===== config.mk =====
export PLATFORM = sky130hd
export DESIGN_NAME = pbr_top
export DESIGN_NICKNAME = d
export VERILOG_FILES = /design/src/pbr_pkg.sv /design/src/pbr_top.sv /design/src/pbr_chan.sv /design/src/pbr_ramp.sv
export SDC_FILE = /design/constraint.sdc
export NUM_CORES = 2
export LEC_CHECK = 0
export ABC_CLOCK_PERIOD_IN_PS = 7400
export BUFFER_PORTS_ARGS = -buffer_cell sky130_fd_sc_hd__buf_4
export CAP_MARGIN = 20
export CORE_UTILIZATION = 50
export DETAILED_ROUTE_END_ITERATION = 10
export PLACE_DENSITY = 0.7
export SKIP_LAST_GASP = 1
export SLEW_MARGIN = 20
export SYNTH_ARGS = -nofsm -noshare
export SYNTH_HDL_FRONTEND = slang
export SYNTH_HIERARCHICAL = 1
export SYNTH_SLANG_ARGS = --single-unit
export TNS_END_PERCENT = 50

===== constraint.sdc =====
create_clock -name hclk -period 7.4 [get_ports hclk]
set_input_delay 1.48 -clock hclk [delete_from_list [all_inputs] [get_ports hclk]]
set_output_delay 1.48 -clock hclk [all_outputs]
set_load 0.02 [all_outputs]

===== src/pbr_pkg.sv =====
// Constants and types for the peak current bridge pulse generator
package pbr_pkg;
    localparam int CW = 14;
    typedef logic [CW-1:0] pbr_cnt_t;
    typedef struct packed {
        pbr_cnt_t ev1;
        pbr_cnt_t ev2;
        pbr_cnt_t ev3;
        pbr_cnt_t ev4;
        pbr_cnt_t blk_beg;
        pbr_cnt_t blk_fin;
    } pbr_chcfg_s;
    typedef struct packed {
        logic a;
        logic b;
        logic c;
    } pbr_out_s;
    // ****************************************
    // Register map
    // ****************************************
    localparam logic [7:0] CTRL_OFS = 8'h00;
    localparam logic [7:0] PERIOD_OFS = 8'h04;
    localparam logic [7:0] STEP_OFS = 8'h08;
    localparam logic [7:0] FINAL_OFS = 8'h0C;
    localparam logic [7:0] MUX_OFS = 8'h10;
    localparam logic [7:0] EDGE_OFS = 8'h14;
    localparam logic [7:0] STAT_OFS = 8'h18;
    localparam logic [1:0] CH_PAGE = 2'h1;
    localparam logic [1:0] CH_EV12 = 2'h0;
    localparam logic [1:0] CH_EV34 = 2'h1;
    localparam logic [1:0] CH_BLK = 2'h2;
    localparam int HI = 16;
    localparam int CTRL_RAMP_EN = 0;
    localparam int CTRL_START_SEL = 1;
    localparam int CTRL_FILT_SEL = 2;
    localparam int CTRL_FRAME_SYNC = 3;
    localparam int CTRL_PEAK_EN = 4;
    localparam int CTRL_FE_SEL = 5;
    localparam int CTRL_VMODE = 7;
    localparam int CTRL_EXT_SLOPE = 8;
    localparam int CTRL_D2S = 9;
    localparam int CTRL_LIM = 16;
    localparam int CTRL_EDGE_EN = 20;
    localparam int MUX_2A = 0;
    localparam int MUX_2B = 4;
    localparam int MUX_3A = 8;
    localparam int MUX_3B = 12;
    localparam int EG_A_ON = 0;
    localparam int EG_A_OFF = 4;
    localparam int EG_B_ON = 8;
    localparam int EG_B_OFF = 12;
    localparam logic [31:0] CTRL_RST = 32'h0000_0000;
    localparam pbr_cnt_t PERIOD_RST = 14'h0FFF;
    localparam logic [3:0] MUX_EDGE = 4'h1;
    localparam logic [3:0] MUX_CH1C = 4'h7;
    localparam logic [3:0] MUX_CH2C = 4'h8;
    // ****************************************
    // Ramp timing
    // ****************************************
    localparam int CLK_NS = 5;
    localparam int RAMP_STEP_NS = 32;
    localparam int RAMP_STEP_CYC = (RAMP_STEP_NS + CLK_NS - 1) / CLK_NS;
    localparam logic [2:0] RAMP_DIV_LAST = 3'(RAMP_STEP_CYC - 1);
endpackage : pbr_pkg


===== src/pbr_top.sv =====
// Bridge pulse generator top: bus slave, channels, routing, trip
//
// Local design decisions: the AHB-Lite slave port and the register offsets.
`timescale 1ns/100ps
module pbr_top (
    input wire logic hclk,
    input wire logic hresetn,
    input wire logic hsel,
    input wire logic [31:0] haddr,
    input wire logic [1:0] htrans,
    input wire logic hwrite,
    input wire logic [2:0] hsize,
    input wire logic [31:0] hwdata,
    input wire logic hready,
    output logic hreadyout,
    output logic hresp,
    output logic [31:0] hrdata,
    input wire pbr_pkg::pbr_cnt_t fe_sense0,
    input wire pbr_pkg::pbr_cnt_t fe_sense1,
    input wire pbr_pkg::pbr_cnt_t fe_sense2,
    input wire pbr_pkg::pbr_cnt_t filt0_out,
    input wire pbr_pkg::pbr_cnt_t filt1_out,
    output logic [3:0] pwm_a_q,
    output logic [3:0] pwm_b_q,
    output logic comp_rst_q
);
    // ****************************************
    // Bus slave
    // ****************************************
    logic accept;
    logic wr_q, wr_d, rd_q, rd_d;
    logic [7:0] adr_q, adr_d;
    logic hready_d;
    logic [31:0] hrdata_d, rdata_v;

    logic [31:0] ctrl_q, ctrl_d;
    pbr_pkg::pbr_cnt_t period_q, period_d, step_q, step_d;
    pbr_pkg::pbr_cnt_t final_q, final_d;
    logic [15:0] mux_q, mux_d, edge_q, edge_d;
    pbr_pkg::pbr_chcfg_s cfg_q [4];
    pbr_pkg::pbr_chcfg_s cfg_d [4];

    pbr_pkg::pbr_cnt_t cnt_q, cnt_d, ramp_q, fe_val, start_val;
    logic frame, trip_q, trip_d;
    pbr_pkg::pbr_out_s och [4];
    pbr_pkg::pbr_chcfg_s cfg_eff [4];
    logic [3:0] lim, ch_trip, pa_q, pb_q, rise_a, rise_b, fall_a, fall_b;
    logic [7:0] evv;
    logic eg_a_q, eg_a_d, eg_b_q, eg_b_d, eg_en;
    logic [3:0] pwm_a_d, pwm_b_d;
    logic comp_rst_d;
    logic [3:0] sel2a, sel2b, sel3a, sel3b;
    logic [2:0] a_on, a_off, b_on, b_off;
    logic [1:0] fe_sel;

    assign accept = hsel && hready && htrans[1];

    // Address phase capture; reads take one wait state
    always_comb begin
        wr_d = accept && hwrite;
        rd_d = accept && !hwrite;
        adr_d = accept ? haddr[7:0] : adr_q;
        hready_d = !(accept && !hwrite);
        hrdata_d = rd_q ? rdata_v : hrdata;
    end

    always_ff @(posedge hclk or negedge hresetn) begin
        if (!hresetn) begin
            wr_q <= 1'b0;
            rd_q <= 1'b0;
            adr_q <= 8'h00;
            hreadyout <= 1'b1;
            hresp <= 1'b0;
            hrdata <= 32'h0000_0000;
        end else begin
            wr_q <= wr_d;
            rd_q <= rd_d;
            adr_q <= adr_d;
            hreadyout <= hready_d;
            hresp <= 1'b0;
            hrdata <= hrdata_d;
        end
    end

    // Register writes in the data phase
    always_comb begin
        ctrl_d = ctrl_q;
        period_d = period_q;
        step_d = step_q;
        final_d = final_q;
        mux_d = mux_q;
        edge_d = edge_q;
        cfg_d = cfg_q;
        if (wr_q) begin
            case (adr_q)
                pbr_pkg::CTRL_OFS: ctrl_d = hwdata;
                pbr_pkg::PERIOD_OFS: period_d = hwdata[13:0];
                pbr_pkg::STEP_OFS: step_d = hwdata[13:0];
                pbr_pkg::FINAL_OFS: final_d = hwdata[13:0];
                pbr_pkg::MUX_OFS: mux_d = hwdata[15:0];
                pbr_pkg::EDGE_OFS: edge_d = hwdata[15:0];
                default: begin
                    if (adr_q[7:6] == pbr_pkg::CH_PAGE) begin
                        case (adr_q[3:2])
                            pbr_pkg::CH_EV12: begin
                                cfg_d[adr_q[5:4]].ev1 = hwdata[13:0];
                                cfg_d[adr_q[5:4]].ev2 = hwdata[pbr_pkg::HI +: 14];
                            end
                            pbr_pkg::CH_EV34: begin
                                cfg_d[adr_q[5:4]].ev3 = hwdata[13:0];
                                cfg_d[adr_q[5:4]].ev4 = hwdata[pbr_pkg::HI +: 14];
                            end
                            pbr_pkg::CH_BLK: begin
                                cfg_d[adr_q[5:4]].blk_beg = hwdata[13:0];
                                cfg_d[adr_q[5:4]].blk_fin = hwdata[pbr_pkg::HI +: 14];
                            end
                            default: ;
                        endcase
                    end
                end
            endcase
        end
    end

    // Read data selection; unmapped reads as zero
    always_comb begin
        rdata_v = 32'h0000_0000;
        case (adr_q)
            pbr_pkg::CTRL_OFS: rdata_v = ctrl_q;
            pbr_pkg::PERIOD_OFS: rdata_v[13:0] = period_q;
            pbr_pkg::STEP_OFS: rdata_v[13:0] = step_q;
            pbr_pkg::FINAL_OFS: rdata_v[13:0] = final_q;
            pbr_pkg::MUX_OFS: rdata_v[15:0] = mux_q;
            pbr_pkg::EDGE_OFS: rdata_v[15:0] = edge_q;
            pbr_pkg::STAT_OFS: begin
                rdata_v[pbr_pkg::HI +: 14] = ramp_q;
                rdata_v[15] = trip_q;
                rdata_v[9] = eg_a_q;
                rdata_v[8] = eg_b_q;
                rdata_v[7:4] = pwm_a_q;
                rdata_v[3:0] = pwm_b_q;
            end
            default: begin
                if (adr_q[7:6] == pbr_pkg::CH_PAGE) begin
                    case (adr_q[3:2])
                        pbr_pkg::CH_EV12: begin
                            rdata_v[13:0] = cfg_q[adr_q[5:4]].ev1;
                            rdata_v[pbr_pkg::HI +: 14] = cfg_q[adr_q[5:4]].ev2;
                        end
                        pbr_pkg::CH_EV34: begin
                            rdata_v[13:0] = cfg_q[adr_q[5:4]].ev3;
                            rdata_v[pbr_pkg::HI +: 14] = cfg_q[adr_q[5:4]].ev4;
                        end
                        pbr_pkg::CH_BLK: begin
                            rdata_v[13:0] = cfg_q[adr_q[5:4]].blk_beg;
                            rdata_v[pbr_pkg::HI +: 14] = cfg_q[adr_q[5:4]].blk_fin;
                        end
                        default: ;
                    endcase
                end
            end
        endcase
    end

    always_ff @(posedge hclk or negedge hresetn) begin
        if (!hresetn) begin
            ctrl_q <= pbr_pkg::CTRL_RST;
            period_q <= pbr_pkg::PERIOD_RST;
            step_q <= '0;
            final_q <= '0;
            mux_q <= 16'h0000;
            edge_q <= 16'h0000;
            for (int i = 0; i < 4; i++) begin
                cfg_q[i] <= '0;
            end
        end else begin
            ctrl_q <= ctrl_d;
            period_q <= period_d;
            step_q <= step_d;
            final_q <= final_d;
            mux_q <= mux_d;
            edge_q <= edge_d;
            cfg_q <= cfg_d;
        end
    end

    // ****************************************
    // Frame counter, ramp and peak trip
    // ****************************************
    assign frame = (cnt_q == '0);
    assign fe_sel = ctrl_q[pbr_pkg::CTRL_FE_SEL +: 2];
    assign lim = ctrl_q[pbr_pkg::CTRL_LIM +: 4];

    // Period count and trip compare
    always_comb begin
        cnt_d = (cnt_q >= period_q) ? '0 : cnt_q + 14'h0001;
        case (fe_sel)
            2'h0: fe_val = fe_sense0;
            2'h1: fe_val = fe_sense1;
            default: fe_val = fe_sense2;
        endcase
        start_val = ctrl_q[pbr_pkg::CTRL_FILT_SEL] ? filt1_out : filt0_out;
        trip_d = ctrl_q[pbr_pkg::CTRL_PEAK_EN] && ctrl_q[pbr_pkg::CTRL_D2S]
            && (ramp_q > fe_val);
    end

    always_ff @(posedge hclk or negedge hresetn) begin
        if (!hresetn) begin
            cnt_q <= '0;
            trip_q <= 1'b0;
        end else begin
            cnt_q <= cnt_d;
            trip_q <= trip_d;
        end
    end

    // Ramp runs only with a filter start source
    pbr_ramp u_ramp (
        .hclk(hclk),
        .hresetn(hresetn),
        .run(ctrl_q[pbr_pkg::CTRL_RAMP_EN] && ctrl_q[pbr_pkg::CTRL_START_SEL]),
        .sync_en(ctrl_q[pbr_pkg::CTRL_FRAME_SYNC]),
        .frame(frame),
        .start_val(start_val),
        .step(step_q),
        .fin(final_q),
        .ramp_q(ramp_q)
    );

    // ****************************************
    // Channels
    // ****************************************
    for (genvar i = 0; i < 4; i++) begin : g_ch
        always_comb begin
            cfg_eff[i] = cfg_q[i];
            if (ctrl_q[pbr_pkg::CTRL_VMODE]) begin
                cfg_eff[i].ev2 = filt0_out;
            end
        end
        assign ch_trip[i] = trip_q && lim[i];
        assign rise_a[i] = och[i].a && !pa_q[i];
        assign fall_a[i] = !och[i].a && pa_q[i];
        assign rise_b[i] = och[i].b && !pb_q[i];
        assign fall_b[i] = !och[i].b && pb_q[i];
        pbr_chan u_ch (
            .hclk(hclk),
            .hresetn(hresetn),
            .cnt(cnt_q),
            .frame(frame),
            .cfg(cfg_eff[i]),
            .trip(ch_trip[i]),
            .out_q(och[i])
        );
    end

    // ****************************************
    // Edge generator and output routing
    // ****************************************
    assign sel2a = mux_q[pbr_pkg::MUX_2A +: 4];
    assign sel2b = mux_q[pbr_pkg::MUX_2B +: 4];
    assign sel3a = mux_q[pbr_pkg::MUX_3A +: 4];
    assign sel3b = mux_q[pbr_pkg::MUX_3B +: 4];
    assign a_on = edge_q[pbr_pkg::EG_A_ON +: 3];
    assign a_off = edge_q[pbr_pkg::EG_A_OFF +: 3];
    assign b_on = edge_q[pbr_pkg::EG_B_ON +: 3];
    assign b_off = edge_q[pbr_pkg::EG_B_OFF +: 3];
    assign eg_en = ctrl_q[pbr_pkg::CTRL_EDGE_EN + 2];
    assign evv = {fall_b[3], rise_b[3], fall_a[3], rise_a[3],
        fall_b[2], rise_b[2], fall_a[2], rise_a[2]};

    // Edge set and clear, then pin routing
    always_comb begin
        eg_a_d = eg_a_q;
        eg_b_d = eg_b_q;
        if (eg_en) begin
            if (evv[a_on]) begin
                eg_a_d = 1'b1;
            end else if (evv[a_off]) begin
                eg_a_d = 1'b0;
            end
            if (evv[b_on]) begin
                eg_b_d = 1'b1;
            end else if (evv[b_off]) begin
                eg_b_d = 1'b0;
            end
        end
        pwm_a_d[0] = och[0].a;
        pwm_b_d[0] = och[0].b;
        pwm_a_d[1] = och[1].a;
        pwm_b_d[1] = och[1].b;
        pwm_a_d[2] = (sel2a == pbr_pkg::MUX_EDGE) ? eg_a_q : och[2].a;
        pwm_b_d[2] = (sel2b == pbr_pkg::MUX_EDGE) ? eg_b_q : och[2].b;
        pwm_a_d[3] = (sel3a == pbr_pkg::MUX_CH1C) ? och[1].c :
            (sel3a == pbr_pkg::MUX_CH2C) ? och[2].c : och[3].a;
        pwm_b_d[3] = (sel3b == pbr_pkg::MUX_CH1C) ? och[1].c :
            (sel3b == pbr_pkg::MUX_CH2C) ? och[2].c : och[3].b;
        comp_rst_d = ctrl_q[pbr_pkg::CTRL_EXT_SLOPE] && (rise_a[1] || rise_b[1]);
    end

    always_ff @(posedge hclk or negedge hresetn) begin
        if (!hresetn) begin
            pa_q <= 4'h0;
            pb_q <= 4'h0;
            eg_a_q <= 1'b0;
            eg_b_q <= 1'b0;
            pwm_a_q <= 4'h0;
            pwm_b_q <= 4'h0;
            comp_rst_q <= 1'b0;
        end else begin
            for (int i = 0; i < 4; i++) begin
                pa_q[i] <= och[i].a;
                pb_q[i] <= och[i].b;
            end
            eg_a_q <= eg_a_d;
            eg_b_q <= eg_b_d;
            pwm_a_q <= pwm_a_d;
            pwm_b_q <= pwm_b_d;
            comp_rst_q <= comp_rst_d;
        end
    end

    // ****************************************
    // Checks
    // ****************************************
    property p_route_c1;
        @(posedge hclk) disable iff (!hresetn)
        sel3a == pbr_pkg::MUX_CH1C |=> pwm_a_q[3] == $past(och[1].c);
    endproperty
    a_route_c1: assert property (p_route_c1) else $error("Ch3 A not ch1 C");

    property p_route_c2;
        @(posedge hclk) disable iff (!hresetn)
        sel3b == pbr_pkg::MUX_CH2C |=> pwm_b_q[3] == $past(och[2].c);
    endproperty
    a_route_c2: assert property (p_route_c2) else $error("Ch3 B not ch2 C");

    property p_eg_route;
        @(posedge hclk) disable iff (!hresetn)
        sel2a == pbr_pkg::MUX_EDGE |=> pwm_a_q[2] == $past(eg_a_q);
    endproperty
    a_eg_route: assert property (p_eg_route) else $error("Ch2 A not edge A");

    property p_eg_set;
        @(posedge hclk) disable iff (!hresetn)
        eg_en && evv[a_on] |=> eg_a_q ##1 pwm_a_q[2] || sel2a != pbr_pkg::MUX_EDGE;
    endproperty
    a_eg_set: assert property (p_eg_set) else $error("Edge A not set");

    property p_eg_clr;
        @(posedge hclk) disable iff (!hresetn)
        eg_en && evv[b_off] && !evv[b_on] |=> !eg_b_q;
    endproperty
    a_eg_clr: assert property (p_eg_clr) else $error("Edge B not cleared");

    property p_trip;
        @(posedge hclk) disable iff (!hresetn)
        ctrl_q[pbr_pkg::CTRL_PEAK_EN] && ctrl_q[pbr_pkg::CTRL_D2S] && ramp_q > fe_val
            |=> trip_q;
    endproperty
    a_trip: assert property (p_trip) else $error("Peak trip missing");

    property p_lim;
        @(posedge hclk) disable iff (!hresetn)
        !lim[2] |-> !ch_trip[2];
    endproperty
    a_lim: assert property (p_lim) else $error("Trip reached unrouted ch");

    property p_comp;
        @(posedge hclk) disable iff (!hresetn)
        ctrl_q[pbr_pkg::CTRL_EXT_SLOPE] && rise_b[1] |=> comp_rst_q ##1 !comp_rst_q;
    endproperty
    a_comp: assert property (p_comp) else $error("Compensator reset missing");

    property p_rd_wait;
        @(posedge hclk) disable iff (!hresetn)
        accept && !hwrite |=> !hreadyout ##1 hreadyout;
    endproperty
    a_rd_wait: assert property (p_rd_wait) else $error("Read wait state wrong");

    c_eg: cover property (@(posedge hclk) disable iff (!hresetn) eg_en && evv[a_on]);
    c_trip: cover property (@(posedge hclk) disable iff (!hresetn) trip_q && lim[0]);
    c_read: cover property (@(posedge hclk) disable iff (!hresetn) rd_q);
endmodule : pbr_top


===== src/pbr_chan.sv =====
// One normal-mode pulse channel with cycle limiting and C waveform
`timescale 1ns/100ps
module pbr_chan (
    input wire logic hclk,
    input wire logic hresetn,
    input wire pbr_pkg::pbr_cnt_t cnt,
    input wire logic frame,
    input wire pbr_pkg::pbr_chcfg_s cfg,
    input wire logic trip,
    output pbr_pkg::pbr_out_s out_q
);
    logic chop_q, chop_d;
    pbr_pkg::pbr_cnt_t brise_q, brise_d;
    pbr_pkg::pbr_out_s out_d;
    logic win_a;

    assign win_a = (cnt >= cfg.ev1) && (cnt < cfg.ev2);

    // Chop state, B rise position and outputs
    always_comb begin
        chop_d = chop_q;
        brise_d = brise_q;
        if (frame) begin
            chop_d = 1'b0;
            brise_d = cfg.ev3;
        end else if (trip && out_q.a && !chop_q) begin
            chop_d = 1'b1;
            brise_d = cnt + (cfg.ev3 - cfg.ev2);
        end
        out_d.a = win_a && !chop_d;
        out_d.b = (cnt >= brise_d) && (cnt < cfg.ev4);
        out_d.c = (cnt >= cfg.blk_beg) && (cnt < cfg.blk_fin);
    end

    // State registers
    always_ff @(posedge hclk or negedge hresetn) begin
        if (!hresetn) begin
            chop_q <= 1'b0;
            brise_q <= '0;
            out_q <= '0;
        end else begin
            chop_q <= chop_d;
            brise_q <= brise_d;
            out_q <= out_d;
        end
    end

    property p_chop;
        @(posedge hclk) disable iff (!hresetn)
        trip && out_q.a && !chop_q && !frame |=> !out_q.a;
    endproperty
    a_chop: assert property (p_chop) else $error("A not chopped by trip");

    property p_hold;
        @(posedge hclk) disable iff (!hresetn)
        chop_q && !frame |=> !out_q.a;
    endproperty
    a_hold: assert property (p_hold) else $error("Chopped A rose early");

    property p_open;
        @(posedge hclk) disable iff (!hresetn)
        !chop_q && !frame && !trip |=> out_q.a == $past(win_a);
    endproperty
    a_open: assert property (p_open) else $error("A differs from events");

    c_chop: cover property (@(posedge hclk) disable iff (!hresetn) chop_d && !chop_q);
endmodule : pbr_chan


===== src/pbr_ramp.sv =====
// Compensation ramp restarted per frame and stepped on a divider
`timescale 1ns/100ps
module pbr_ramp (
    input wire logic hclk,
    input wire logic hresetn,
    input wire logic run,
    input wire logic sync_en,
    input wire logic frame,
    input wire pbr_pkg::pbr_cnt_t start_val,
    input wire pbr_pkg::pbr_cnt_t step,
    input wire pbr_pkg::pbr_cnt_t fin,
    output pbr_pkg::pbr_cnt_t ramp_q
);
    logic [2:0] div_q, div_d;
    pbr_pkg::pbr_cnt_t ramp_d;
    logic tick;

    assign tick = (div_q == pbr_pkg::RAMP_DIV_LAST);

    // Step divider and ramp value
    always_comb begin
        div_d = tick ? 3'h0 : div_q + 3'h1;
        ramp_d = ramp_q;
        if (run && sync_en && frame) begin
            div_d = 3'h0;
            ramp_d = start_val;
        end else if (run && tick && (ramp_q > fin)) begin
            ramp_d = ((ramp_q - fin) > step) ? ramp_q - step : fin;
        end
    end

    // State registers
    always_ff @(posedge hclk or negedge hresetn) begin
        if (!hresetn) begin
            div_q <= 3'h0;
            ramp_q <= '0;
        end else begin
            div_q <= div_d;
            ramp_q <= ramp_d;
        end
    end

    property p_restart;
        @(posedge hclk) disable iff (!hresetn)
        run && sync_en && frame |=> ramp_q == $past(start_val);
    endproperty
    a_restart: assert property (p_restart) else $error("Ramp missed restart");

    property p_still;
        @(posedge hclk) disable iff (!hresetn)
        !tick && !(sync_en && frame) |=> $stable(ramp_q);
    endproperty
    a_still: assert property (p_still) else $error("Ramp moved off tick");
endmodule : pbr_ramp


======== Word-level counts from Yosys, hierarchy flattened ========
Index checks and enable logic that the tools add are counted.
storage, ports and cells
  bits in registers ....................... 606
  word-level logic and storage cells ...... 292
  bits of input ports ..................... 144
  output and inout bits ................... 43
operators by class
  add/subtract/negate cells ............... 12
  bitwise logic cells ..................... 2
  order comparisons ....................... 30
  reduce and logical (&&, ||, !) cells .... 89
  eq/ne operators ......................... 17
  muxes and demuxes ....................... 78
operator list
  kind                  count
  $bwmux W336           6
  $demux W84 S2         6
  $pmux W336 S3         1
  $mux W14              20
  $mux W84              3
  $bmux W84 S2          1
  $ge A14 B14 Y1        11
  $lt A14 B14 Y1        10
  $pmux W14 S3          3
  $sub A14 B14 Y14      6
  $mux W70              1
  $pmux W10 S7          1
  $add A14 B14 Y14      4
  $mux W56              1
  $logic_and A1 B1 Y1   49
  $gt A14 B14 Y1        3
  $mux W42              1
  $mux W28              1
  $pmux W14 S2          1
  $pmux W4 S7           1
  $eq A8 B5 Y1 const B  3
  $mux W1               22
  $logic_not A1 Y1      20
  $eq A8 B4 Y1 const B  2
  29 further kinds      51

======== Longest topological paths before layout ========
  depth in word-level cells ............... 8
  depth in mapped cells ................... 23

======== Hierarchy ========
Netlist, hierarchy kept.
modules (own cells, without submodules)
  module                        cells each  area each (um2)  instances
  pbr_top                       2,006       24,796.3         1
  pbr_chan at g_ch[0].u_ch ...  503         3,916.3          2
  pbr_chan at g_ch[1].u_ch ...  482         3,823.7          2
  pbr_ramp                      353         2,646.3          1

======== Least setup slack after synthesis ========
Ideal clock, no wire load.
  path kind ............................... in2reg
  start ................................... input filt0_out[4]
  end ..................................... register g_ch[0].u_ch/out_q[1] (netlist bit)
  stages on the path ...................... 18
  setup time .............................. 0.129 ns
  arrival ................................. 4.836 ns
  path slack .............................. 2.434 ns
  cell sequence ........................... nand2_1 -> o21ai_0 -> fa_1 -> inv_1 -> ha_1 -> and2_1 -> nand3_1 -> a211oi_1 -> o211ai_1 -> a2111o_1 -> and3_1 -> ha_1 -> a21o_1 -> a21o_1 -> a21oi_1 -> nand2_1 -> a211oi_1 -> nor3_1
RTL lines
  what                  line            RTL
  from (decl)           pbr_top.sv:21   input wire pbr_pkg::pbr_cnt_t filt0_out,
  to (signal assigned)  pbr_chan.sv:44  out_q <= out_d;
  to (decl)             pbr_chan.sv:10  output pbr_pkg::pbr_out_s out_q

==> results.md <==
* Status: finished clean
* Placed cell area at 0.0435 mm2
* Initial Util at 50.6%
* GP Congestion at 0.968
* Fin crit period at 5.80 ns
* Tightest Pin Transition at 1.29 ns
* Setup slack after layout at 1.60 ns
* Drt first pass iters at 6
* Synthesized area per cell at 10.0 um2
* Multi-input logic area at 0.0231 mm2
* Row Count at 105
* Count of final setup violators at 0
* Max Slew Vio Count at 0
* RSZ-0062 raised after global routing: no
* PD cells at 304 mW/mm2
* Skew final at 0.0264 ns
* Routed via count at 34,800
* Clk sinks at 602
* Core box area at 0.0821 mm2
* Fmax at 172 MHz
* Initial antenna violation count at 10
* Yosys Warn Count at 6
* Fraction of the cycle the final worst path needs at 78.4%
* Design Area, Final at 0.0458 mm2
* Ports at 187
* Design Power at 13.9 mW
* Clk slew on worst S/H paths at 0.06 ns
* Clock Latency Late Sink at 0.64 ns
* Layout cells sized above 1 at 12.9%
* GRT Residual Overflow at 0
* DP HPWL at 105,000 um
* Vias in the first global route at 33,200
* Leak at 21.6 nW
* Root buf cell: clkbuf_16
* Number of fill cells at 7,114
* DRT iter0 DRCs at 3,877
* Sequential Area at 0.0151 mm2
* Min-Delay Path Class: flop to flop
* Mapped Area at 0.0416 mm2
* Slew HR at 13.2%
* Setup TNS at 0 ns
* Crit Path Category: flop to flop
* CP endpoint kind: flop
* Total track usage at 33.7%
* Endpoints failing hold at 0
* Port Buffer Count at 157
* WP data arrival at 6.27 ns
* Die W at 290 um
* Die Ht at 290 um
* Vias per cell at 6.52
* Synth-to-Final Area Change at 10.3%
* Pre-CTS setup slack at 1.10 ns
* CP max FO at 28
* Final #Nets at 4,820
* Crit path required time at 7.87 ns
* WL final at 144,000 um
* Setup Buffers After CTS at 0
* DRC Markers at 0
* Max-cap violation count at 0
* # hold bufs at CTS at 0
* Max rail drop VDD at 238 uV
* Cells after synthesis at 4,149
* Cts bufs inserted at 69
* Critical Path Start Type: flop
* Largest net degree at the start of global routing at 179
* First-pass GRT wire length at 214,000 um
* Net Count, Synth at 4,749
* CTS tree: yes
* Avg WL per Cell at 26.9 um
* Full die area at 0.0843 mm2
* Number of nets with antenna violations after routing at 0
* Htree depth at 3
* Layout Utilization at 55.8%
* Post-CTS sizing at 0
* CTS max path bufs at 3
## final cells by class
type	count	area share (%)
diodes	3	0.0164
clock buffers	101	4.39
clock inverters	22	0.636
inverters	575	4.71
multi-input cells	2744	50.5
flip-flops and latches	602	32.9
well taps	1070	2.92
repair buffers	228	3.92
## cells in the final DEF (no fill, tap or decap), types with 14 or more instances in the layout
cell / count
o211ai_1: 20
ha_1: 400
mux4_2: 38
nand3_1: 63
nand2b_1: 39
or3_1: 19
o221ai_1: 17
xor2_1: 19
nor2_1: 165
clkbuf_16: 72
o21a_1: 29
dfrtp_1: 584
and2_1: 17
o21ai_0: 188
inv_1: 574
mux2_2: 88
a21o_1: 108
o21ai_1: 28
fa_1: 54
nand4_1: 35
clkbuf_1: 19
and3_1: 28
a211oi_1: 49
nor2b_1: 31
nand2_1: 153
a221oi_1: 22
mux2_1: 46
buf_4: 222
mux2i_1: 144
xnor2_1: 38
nor3_1: 38
a22o_1: 348
a21boi_0: 14
a32o_1: 17
o22ai_1: 62
a21oi_1: 178
## report_power, final
group          internal, mW  leakage (nW)  total, mW  switching [mW]
combinational          2.50          12.6       6.12            3.61
clock                  2.10          1.13       3.56            1.46
sequential             3.72          7.89       4.26           0.537
total                  8.32          21.6       13.9            5.61
## critical path, cell delays in order, from the launching register on
cell,delay [ns]
dfrtp_2,0.62
buf_4,0.32
o21ai_0,1.02
fa_1,0.57
inv_1,0.07
ha_1,0.23
inv_1,0.12
o221ai_1,0.16
a31oi_1,0.23
o31ai_2,0.12
xnor2_1,0.23
o22a_1,0.20
o22ai_1,0.10
ha_1,0.31
nand4_1,0.12
nor2_1,0.15
nor2_1,0.06
o211ai_1,0.12
a221oi_1,0.13
buf_4,0.20
a2111oi_0,0.53
## layer usage
metal / GRT usage (%) / share of wire, %
met1: 46.1 / 40
met2: 48.8 / 42
met4: 18.1 / 6.1
met3: 8.80 / 11
met5: 0 / 0.051
## stage by stage
step | cells | hold WS, ns
4_1_cts | 5341 | 0.397
6_report | 5345 | 0.408
5_1_grt | 5342 | 0.412
3_3_place_gp | 5217 | 0.383
3_5_place_dp | 5218 | 0.386
2_1_floorplan | 4149 | 0.331
## worst paths after layout
kind | startpoint | to | slack (ns) | depth (start not counted)
max | ctrl_q[7] | g_ch[3].u_ch/out_q[1] | 1.60 | 20
min | g_ch[0].u_ch/out_q[1] | pb_q[0] | 0.41 | 0
max reg2reg | ctrl_q[7] | g_ch[3].u_ch/out_q[1] | 1.60 | 20
min reg2reg | g_ch[0].u_ch/out_q[1] | pb_q[0] | 0.41 | 0
max in group asynchronous | hresetn | asynchronous set/reset pin | 5.03 | 3
min in group asynchronous | hresetn | g_ch[3].u_ch/brise_q[5] | 0.79 | 1
(Power assumes the default switching activity.)
